**config.mk**
```make
export PLATFORM = sky130hd
export DESIGN_NAME = owm_master
export DESIGN_NICKNAME = d
export VERILOG_FILES = /design/src/verilog/owm_pkg.sv /design/src/verilog/owm_tick_div.sv /design/src/verilog/owm_master.sv
export VERILOG_INCLUDE_DIRS = /design/src /design/src/verilog
export SDC_FILE = /design/constraint.sdc
export NUM_CORES = 1
export LEC_CHECK = 0
export BUFFER_PORTS_ARGS = -buffer_cell sky130_fd_sc_hd__buf_2
export CORE_MARGIN = 3
export CORE_UTILIZATION = 30
export CTS_CLUSTER_DIAMETER = 30
export DETAILED_ROUTE_END_ITERATION = 8
export SYNTH_ARGS = -nofsm -noshare
export SYNTH_HDL_FRONTEND = slang
export SYNTH_SLANG_ARGS = --single-unit
```
**constraint.sdc**
```tcl
create_clock -name clk -period 2.5 [get_ports clk]
set_input_delay 0.25 -clock clk [delete_from_list [all_inputs] [get_ports clk]]
set_output_delay 0.25 -clock clk [all_outputs]
set_load 0.005 [all_outputs]
```
**src/verilog/owm_regs.svh**
```systemverilog
// timing constants and field values for the single-wire bus master
`ifndef OWM_REGS_SVH
`define OWM_REGS_SVH
`define OWM_CLK_MHZ 100
`define OWM_TICK_MHZ 1
`define OWM_DIV_DEFAULT 8'h64
`define OWM_DIV_MIN 8'h0a
`define OWM_RESET_LOW_US 511
`define OWM_RESET_RECOVERY_US 512
`define OWM_PRESENCE_SAMPLE_US 68
`define OWM_WRITE_ZERO_LOW_US 100
`define OWM_READ_SLOT_LOW_US 5
`define OWM_READ_SAMPLE_US 13
`define OWM_SLOT_US 117
`endif

```
**src/verilog/owm_pkg.sv**
```systemverilog
// types for the single-wire bus master
package owm_pkg;
  typedef enum logic [1:0] {
    OWM_CMD_WRITE0 = 2'b00,
    OWM_CMD_WRITE1 = 2'b01,
    OWM_CMD_READ = 2'b10
  } owm_cmd_t;
  typedef struct packed {
    logic in;
    logic out;
    logic oe;
  } owm_pin_t;
endpackage : owm_pkg

```
**src/verilog/owm_tick_div.sv**
```systemverilog
// integer divider making the microsecond tick
`timescale 1ns/10ps
module owm_tick_div #(
  parameter int WIDTH = 8
) (
  // clock and reset
  input wire logic clk,
  input wire logic rstn,
  // control
  input wire logic run,
  input wire logic [WIDTH-1:0] divide,
  // tick
  output logic tick
);
  logic [WIDTH-1:0] count;
  wire logic wrap = (count >= divide - {{(WIDTH-1){1'b0}}, 1'b1}) || (divide == '0);
  always_ff @(posedge clk or negedge rstn) begin
    if (!rstn) begin
      count <= '0;
      tick <= 1'b0;
    end else begin
      tick <= run & wrap;
      if (!run || wrap) count <= '0;
      else count <= count + {{(WIDTH-1){1'b0}}, 1'b1};
    end
  end
endmodule : owm_tick_div

```
**src/verilog/owm_master.sv**
```systemverilog
// single-wire bus master: reset/presence and bit slots
//
// Contract
// reset low at least 480 us, then presence
// slave waits 15-60 us before presence
// presence pulse lasts 60-240 us
// request launches reset, clears on presence
// sample presence, latch result for software
// reset 511, recovery 512, sample 68 us
// write0 low 100, read low 5, sample 13
// 1 MHz tick from programmable integer divider
// main clock at least 10 MHz
// software counts slaves, hardware reports any
// short low releases; write0 holds full time
// drive low only, open drain
`include "owm_regs.svh"
`timescale 1ns/10ps
module owm_master
  import owm_pkg::*;
#(
  parameter int DIV_WIDTH = 8
) (
  // clock and reset
  input wire logic clk,
  input wire logic rstn,
  // control
  input wire logic [DIV_WIDTH-1:0] clock_divide,
  input wire logic reset_presence_set,
  output logic reset_presence_request,
  output logic presence_detected,
  // bit slots
  input wire logic slot_valid,
  input wire owm_cmd_t slot_cmd,
  output logic slot_ready,
  output logic read_valid,
  output logic read_bit,
  // line
  input wire logic line_in,
  output logic line_out,
  output logic line_oe
);
  typedef enum logic [2:0] {
    OWM_IDLE = 3'b000,
    OWM_RST_LOW = 3'b001,
    OWM_RST_HIGH = 3'b010,
    OWM_SLOT = 3'b011
  } owm_state_t;

  localparam logic [9:0] T_RESET_LOW_TIME = 10'(`OWM_RESET_LOW_US);
  localparam logic [9:0] T_RESET_RECOVERY_TIME = 10'(`OWM_RESET_RECOVERY_US);
  localparam logic [9:0] T_PST = 10'(`OWM_PRESENCE_SAMPLE_US);
  localparam logic [9:0] T_WRITE_ZERO_LOW_TIME = 10'(`OWM_WRITE_ZERO_LOW_US);
  localparam logic [9:0] T_READ_SLOT_LOW_TIME = 10'(`OWM_READ_SLOT_LOW_US);
  localparam logic [9:0] T_RDS = 10'(`OWM_READ_SAMPLE_US);
  localparam logic [9:0] T_SLOT = 10'(`OWM_SLOT_US);

  // state and timing
  owm_state_t state;
  owm_state_t next_state;
  owm_cmd_t cmd;
  owm_pin_t pin;
  logic [9:0] us;
  logic line_meta;
  logic line_sync;
  logic tick;
  logic drive_low;

  // two-stage synchroniser on the line
  // reset to the idle level so no false presence follows reset
  always_ff @(posedge clk or negedge rstn) begin
    if (!rstn) begin
      line_meta <= 1'b1;
      line_sync <= 1'b1;
    end else begin
      line_meta <= line_in;
      line_sync <= line_meta;
    end
  end

  // state decode
  wire logic in_idle = (state == OWM_IDLE);
  wire logic in_rst_low = (state == OWM_RST_LOW);
  wire logic in_rst_high = (state == OWM_RST_HIGH);
  wire logic in_slot = (state == OWM_SLOT);
  wire logic busy = !in_idle;

  // divider idles between sequences so each one starts on a whole tick
  // tick lags run by one cycle: every low phase carries one extra clock
  owm_tick_div #(.WIDTH(DIV_WIDTH)) u_div (
    .clk(clk),
    .rstn(rstn),
    .run(busy),
    .divide(clock_divide),
    .tick(tick)
  );

  // points on the microsecond count
  wire logic at_reset_low_time_end = (us == T_RESET_LOW_TIME - 10'h001);
  wire logic at_reset_recovery_time_end = (us == T_RESET_RECOVERY_TIME - 10'h001);
  wire logic at_pst = (us == T_PST);
  wire logic at_rds = (us == T_RDS);
  wire logic at_slot_end = (us == T_SLOT - 10'h001);

  // low phase of a slot: write0 long, read and write1 short
  wire logic [9:0] slot_low = (cmd == OWM_CMD_WRITE0) ? T_WRITE_ZERO_LOW_TIME : T_READ_SLOT_LOW_TIME;
  // the tick term holds the line through the last counted microsecond
  wire logic slot_low_hold = (us < slot_low - 10'h001 || !tick) && (us < slot_low);

  // sequence events; a reset request outranks a pending slot
  wire logic start_reset = in_idle && reset_presence_request;
  wire logic start_slot = in_idle && !reset_presence_request && slot_valid;
  wire logic rst_low_done = in_rst_low && tick && at_reset_low_time_end;
  wire logic rst_high_done = in_rst_high && tick && at_reset_recovery_time_end;
  wire logic pst_point = in_rst_high && tick && at_pst;
  wire logic rd_point = in_slot && tick && at_rds &&
    (cmd == OWM_CMD_READ);
  // fixed slot length leaves the slave time to recover
  wire logic slot_done = in_slot && tick && at_slot_end;

  // line low at the sample point means a slave answered
  wire logic presence_seen = pst_point && !pin.in;

  // line driver request
  wire logic drive_reset = start_reset || (in_rst_low && !rst_low_done);
  wire logic drive_slot = start_slot || (in_slot && slot_low_hold);
  wire logic next_drive_low = drive_reset || drive_slot;

  // counter restarts in idle and when the reset low phase ends
  wire logic us_clear = in_idle || rst_low_done;
  wire logic [9:0] next_us = us_clear ? 10'h000 : (tick ? us + 10'h001 : us);
  wire owm_cmd_t next_cmd = start_slot ? slot_cmd : cmd;

  // a fresh set wins over a clear in the same cycle
  wire logic next_request = reset_presence_set || (reset_presence_request && !presence_seen);
  wire logic next_presence = start_reset ? 1'b0 : (pst_point ? !pin.in : presence_detected);
  wire logic next_read_bit = rd_point ? pin.in : read_bit;

  // next state
  always_comb begin
    next_state = state;
    unique case (state)
      OWM_IDLE: begin
        if (start_reset) next_state = OWM_RST_LOW;
        else if (start_slot) next_state = OWM_SLOT;
      end
      OWM_RST_LOW: begin
        if (rst_low_done) next_state = OWM_RST_HIGH;
      end
      OWM_RST_HIGH: begin
        // no presence: request stays set and the sequence repeats
        if (rst_high_done) next_state = OWM_IDLE;
      end
      OWM_SLOT: begin
        if (slot_done) next_state = OWM_IDLE;
      end
      default: next_state = OWM_IDLE;
    endcase
  end

  // open-drain pin: only ever pulls low
  assign pin = '{in: line_sync, out: 1'b0, oe: drive_low};
  assign slot_ready = in_idle && !reset_presence_request;
  assign line_out = pin.out;
  assign line_oe = pin.oe;

  // state register
  always_ff @(posedge clk or negedge rstn) begin
    if (!rstn) begin
      state <= OWM_IDLE;
    end else begin
      state <= next_state;
    end
  end

  // microsecond counter
  always_ff @(posedge clk or negedge rstn) begin
    if (!rstn) begin
      us <= 10'h000;
    end else begin
      us <= next_us;
    end
  end

  // slot command, held for the whole slot
  always_ff @(posedge clk or negedge rstn) begin
    if (!rstn) begin
      cmd <= OWM_CMD_WRITE1;
    end else begin
      cmd <= next_cmd;
    end
  end

  // line driver, registered so the pin never glitches
  always_ff @(posedge clk or negedge rstn) begin
    if (!rstn) begin
      drive_low <= 1'b0;
    end else begin
      drive_low <= next_drive_low;
    end
  end

  // request bit and presence latch
  always_ff @(posedge clk or negedge rstn) begin
    if (!rstn) begin
      reset_presence_request <= 1'b0;
      presence_detected <= 1'b0;
    end else begin
      reset_presence_request <= next_request;
      presence_detected <= next_presence;
    end
  end

  // read data
  always_ff @(posedge clk or negedge rstn) begin
    if (!rstn) begin
      read_valid <= 1'b0;
      read_bit <= 1'b0;
    end else begin
      read_valid <= rd_point;
      read_bit <= next_read_bit;
    end
  end
endmodule : owm_master

```
==> results of run 1 <==
-- power groups by stage --
stage | combinational (mW) | sequential [mW] | clock [mW]
finish | 0.425 | 0.693 | 0.610
detailed placement | 0.431 | 0.703 | 0
global placement | 0.412 | 0.705 | 0
global route | 0.507 | 0.709 | 0.646
CTS | 0.432 | 0.696 | 0.622
floorplan | 0.342 | 0.672 | 0
-- cell type report --
| class | count | share of cell area |
|---|---|---|
| Multi-Input combinational cell | 154 | 0.484 |
| Sequential cell | 30 | 0.340 |
| Timing Repair Buffer | 23 | 0.0553 |
| Tap cell | 75 | 0.0423 |
| Clock buffer | 6 | 0.0373 |
| Clock inverter | 2 | 0.0271 |
| Inverter | 8 | 0.0136 |
-- cells by family after synthesis --
| kind of cell | Yosys count | synth area share |
|---|---|---|
| other | 1 | 0.00198 |
| and+or+nand+nor | 86 | 0.235 |
| DFF | 30 | 0.398 |
| adders and majority gates | 19 | 0.125 |
| muxes | 4 | 0.0231 |
| AOI/OAI and AO/OA | 23 | 0.0825 |
| buffers and inverters | 13 | 0.0369 |
| xor gates and xnor gates | 21 | 0.0970 |
-- final timing paths --
kind | from | end | slack, ps
hold reg to reg | line_meta | line_sync | 360
hold / removal | rstn | us[7] | -5
min in group clk | line_in | line_meta | 70
max in group asynchronous | rstn | presence_detected | 2060
setup / recovery | us[7] | reset_presence_request | 390
setup reg to reg | us[7] | reset_presence_request | 390
-- cells in the mapped netlist (2+ instances only) --
cell	number	area (µm²)
dfrtp_1	27	676
nand3_1	6	30.0
dfstp_2	3	78.8
nor3_1	13	65.1
nand2_1	15	56.3
xnor2_1	10	87.6
nor3b_1	3	22.5
a21oi_1	4	20.0
nor4_1	5	31.3
o21ai_0	5	25.0
inv_1	8	30.0
clkbuf_1	2	7.51
o31ai_1	2	15.0
xor2_1	11	96.3
mux2_2	3	33.8
nand2b_1	3	18.8
or2_2	2	12.5
ha_1	19	238
nor2_1	22	82.6
nand4_1	6	37.5
-- registers in the layout, indices dropped and copies added, names as in the netlist, 2 cells and up --
| name | count |
|---|---|
| cmd | 2 |
| state | 2 |
| us | 10 |
| u_div.count | 8 |
-- stage by stage --
step | power, mW | util
2_1_floorplan | 1.01 | -
3_3_place_gp | 1.12 | 0.344
3_5_place_dp | 1.13 | 0.344
4_1_cts | 1.75 | 0.368
5_1_grt | 1.86 | 0.368
6_report | 1.73 | 0.368
-- worst max-delay path: cells and delay by family, from the launching register on --
| family | cells | cell delay (ps) |
|---|---|---|
| simple gates | 3 | 1380 |
| flops | 1 | 440 |
| compound gates | 1 | 180 |
-- routing by layer --
| metal | track usage | vias up | share of wire |
|---|---|---|---|
| met5 | 0 | - | 0 |
| met2 | 0.169 | 23 | 0.44 |
| li1 | - | 750 | - |
| met1 | 0.158 | 707 | 0.52 |
| met4 | 0.0302 | 0 | 0.0047 |
| met3 | 0.0259 | 2 | 0.035 |
==> metrics, run 1 <==
CP Max Fanout 5; Clock Path Buffers 2; Final ANT Viol Nets 0; hold crit path type in -> async; RSZ-0062 raised after global routing no; Yosys warnings 0; core area roughly 0.0060 mm²; combinational share of power 0.246; CTS H-tree depth 2; RD Place Congestion approximately 0.83; Skew-Pair Late Insertion Delay roughly 280 ps; worst-path cell with the longest stage delay or4b_4; Total Nets Final around 260; port bufs 20; EDFF count, synth 0; pin count of the biggest net entering global routing 31; commonest cells after routing, fill and taps aside dfrtp_1, nor2_1, buf_2; Sw Share 0.300; drc violations 0; status complete, but fails checks; fraction of layout cells with a size suffix above 1 0.188; Power Dens Cells around 780 mW/mm²; postcts setup bufs 0; Reg area 754 µm²; Area Overhead vs Synth 16.8%; top_reg_cell synth dfrtp_1; final setup margin 394 ps; Initial Utilization 0.315; sequential area share after synthesis 0.398; drt wl/cell 12.8 µm; die height about 86 µm; Mapped Cells 197; CTS Hold Bufs 0; Lkg Pwr about 1.0 nW; WP data arrival 2280 ps; Inst Count DP 290; initial antenna violation count 0; first-pass GRT wire length 6.54 mm; syn avg cell area approximately 9.6 µm²; failing checks negative hold slack; post-cts resize count 0; CTS tree done; FF-to-FF path depth 4; Starting DRT DRC Count 100; Finished Cell Area 0.00222 mm²; DP Area 0.00207 mm²; crit-path cells or4b_4 -> or4_1 -> or2_1 -> a21o_1; drt total wl 3.81 mm; Cell variety after synth 48; Place WS about 160 ps; Net Count, Synth about 230; VDD IR max slightly below 0.0006 V; switching pwr around 0.52 mW; GRT overflow 0; internal power between 1 and 1.5 mW; area of the multi-input gates between 0.001 and 0.0015 mm²; Flop pwr share 0.401; final std cells w/o fill between 200 and 300; post-DP HPWL 2.86 mm; Slew headroom 0.551; Tightest Pin Transition approximately 670 ps; Clock power frac 0.353; Hold Worst Slack -4.54 ps; Worst-path clk slew 70 ps; max-slew violation count 0; n_diodes 0; setup TNS 0 ps; CP Class reg -> reg; Synth async-reset ratio 1.00; clock skew approximately 13 ps; nature of the critical path endpoint register; max frequency 475 MHz; # rows 28; vias per cell 4.97; most common cell after layout, fill and taps aside dfrtp_1; synthesized flop and latch total 30; Post-Syn Area about 0.0019 mm²; Min Clock Period, post-route around 2100 ps; clk sinks 30; Tcrit/Tclk final 0.843; vias in the first global route 1399; I/O Pins 22; Critical Path Max Stage Delay between 500 and 600 ps; Detailed Routing Iterations Pass 1 4; Filler cells about 630; max-cap viol count 0; root buf cell clkbuf_8; Num CTS Buffers 5; Die Span X approximately 86 µm; Crit path required time approximately 2700 ps; Startpoint Class register; final setup vio count 0; Final Hold Fails 5; Die ar. 0.00731 mm²; vias after detailed routing 1482; gr usage total 0.111
(Power assumes the default switching activity.)
==> run 2: changes to the inputs <==
clock period = 2 ns   (was 2.5 ns; I/O delays follow)
==> run 2 against run 1 <==
The run now ends clean. Die area is the same. First-iteration DRC count down 8.0%. Combinational power grew 48%. Clock power up 26%. Worst hold slack better by 17 ps. Count of clock-buffer cells in the layout did not move. Highest routed layer unchanged.
==> metrics, run 2 (synthesized netlist as in run 1, its figures left out) <==
status completed; Slew headroom 0.558 (+0.00697); setup TNS 0 ps (unchanged); nature of the critical path endpoint register; Final Hold Fails 0 (-5); root buf cell clkbuf_8; Power Dens Cells 935 mW/mm² (+20%); Hold Worst Slack 12.0 ps (+16.5 ps); Filler cells 601 (-4.1%); Lkg Pwr 1.10 nW (+11%); CTS tree done; max-cap viol count 0 (unchanged); hold crit path type in -> reg; post-DP HPWL 3.11 mm (+8.6%); Finished Cell Area 0.00239 mm² (+8.1%); Starting DRT DRC Count 92 (-8.0%); clock skew 5.57 ps (-7.11 ps); CP Max Fanout 2 (-3); Total Nets Final 276 (+7.8%); Most flops, register us; Startpoint Class register; I/O Pins 22 (unchanged); initial antenna violation count 0 (unchanged); GRT overflow 0 (unchanged); RD Place Congestion 0.821 (-1.5%); max-slew violation count 0 (unchanged); drc violations 0 (unchanged); vias after detailed routing 1536 (+3.6%); vias per cell 4.83 (-2.9%); Clock Path Buffers 2 (unchanged); Detailed Routing Iterations Pass 1 4 (unchanged); Initial Utilization 0.315 (unchanged); drt total wl 4.12 mm (+8.1%); Crit path required time 2170 ps (-500 ps); first-pass GRT wire length 7.00 mm (+7.0%); pin count of the biggest net entering global routing 31 (unchanged); VDD IR max 0.000470 V (-20%); Min Clock Period, post-route 1880 ps (-226 ps); Area Overhead vs Synth 26.3%; Tightest Pin Transition 662 ps (-10.5 ps); Place WS -284 ps (-446 ps); Die Span X 85.5 µm (unchanged); DP Area 0.00221 mm² (+6.5%); die height 85.5 µm (unchanged); WP data arrival 2050 ps (-230 ps); final core occ 0.397 (+0.0297); final setup margin 120 ps (-274 ps); n_diodes 0 (unchanged); # rows 28 (unchanged); commonest cells after routing, fill and taps aside dfrtp_1, nor2_1, buf_4; Top Registers us (10), u_div.count (8); max frequency 532 MHz (+12%); final setup vio count 0 (unchanged); port bufs 20 (unchanged); most common cell after layout, fill and taps aside dfrtp_1; core area 0.00603 mm² (unchanged); Final ANT Viol Nets 0 (unchanged); Skew-Pair Late Insertion Delay 280 ps (about the same); Largest register FFs 10 (unchanged); drt wl/cell 12.9 µm (+1.3%); clk sinks 30 (unchanged); Num CTS Buffers 5 (unchanged); gr usage total 0.119 (+0.00779); Worst-path clk slew 70 ps (about the same); Die ar. 0.00731 mm² (unchanged); CTS H-tree depth 2 (unchanged); CP Class reg -> reg; Tcrit/Tclk final 0.940 (+0.0977); vias in the first global route 1472 (+5.2%); fraction of layout cells with a size suffix above 1 0.276 (+0.0874); RSZ-0062 raised after global routing no
run 2: cell types whose count changed in the layout (fill, tap and decap cells not counted), sizes merged:
cell / delta
buf: +19
dlygate4sd3: +1
run 2: power by group:
| part | switching [mW] | total, mW | internal [mW] | leakage (nW) |
|---|---|---|---|---|
| sequential | 0.127 | 0.844 | 0.717 | 0.378 |
| combinational | 0.316 | 0.628 | 0.312 | 0.655 |
| clock | 0.236 | 0.768 | 0.531 | 0.0714 |
run 2: metal layers:
metal | track usage | vias up | wire length (µm) | part of all wire
met5 | 0 | - | 0 | 0
met2 | 0.181 | 23 | 1840 | 0.45
li1 | - | 787 | - | -
met3 | 0.0259 | 6 | 122 | 0.030
met4 | 0.0345 | 0 | 56 | 0.014
met1 | 0.170 | 720 | 2100 | 0.51
run 2: final timing paths:
check	cells past startpoint	startpoint	slack (ps)	endpoint
worst max-delay path	4	us[9]	120	reset_presence_request
worst min-delay path	1	line_in	10	line_meta
worst max register to register	4	us[9]	120	reset_presence_request
worst min register to register	0	line_meta	360	line_sync
max in group asynchronous	2	rstn	1090	read_valid
min in group asynchronous	2	rstn	490	us[7]
run 2: worst max-delay path, stage by stage (launching register included):
cell	delay, ps
dfrtp_1	380
or4b_4	540
or4_4	420
or2_1	250
a21o_1	180
run 2: metrics by stage:
| step | cells | total power, mW |
|---|---|---|
| floorplan | 197 | 1.27 |
| global placement | 308 | 1.45 |
| detailed placement | 308 | 1.48 |
| CTS | 317 | 2.25 |
| global route | 318 | 2.40 |
| finish | 318 | 2.24 |
run 2: area by class of cell:
class	count	area [µm²]	area share
Clock buffer	6	82.6	0.0345
Inverter	8	30.0	0.0125
Tap cell	75	93.8	0.0392
Multi-Input combinational cell	154	1100	0.459
Timing Repair Buffer	43	275	0.115
Clock inverter	2	60.1	0.0251
Sequential cell	30	754	0.315
run 2: timing repair:
| action | 4_1_cts | 5_1_grt |
|---|---|---|
| hold endpoints to repair | 27 | 0 |
| hold buffers | 1 | 0 |
| setup buffers | 0 | 1 |
| resized for setup | 0 | 6 |
| setup endpoints to repair | 0 | 10 |
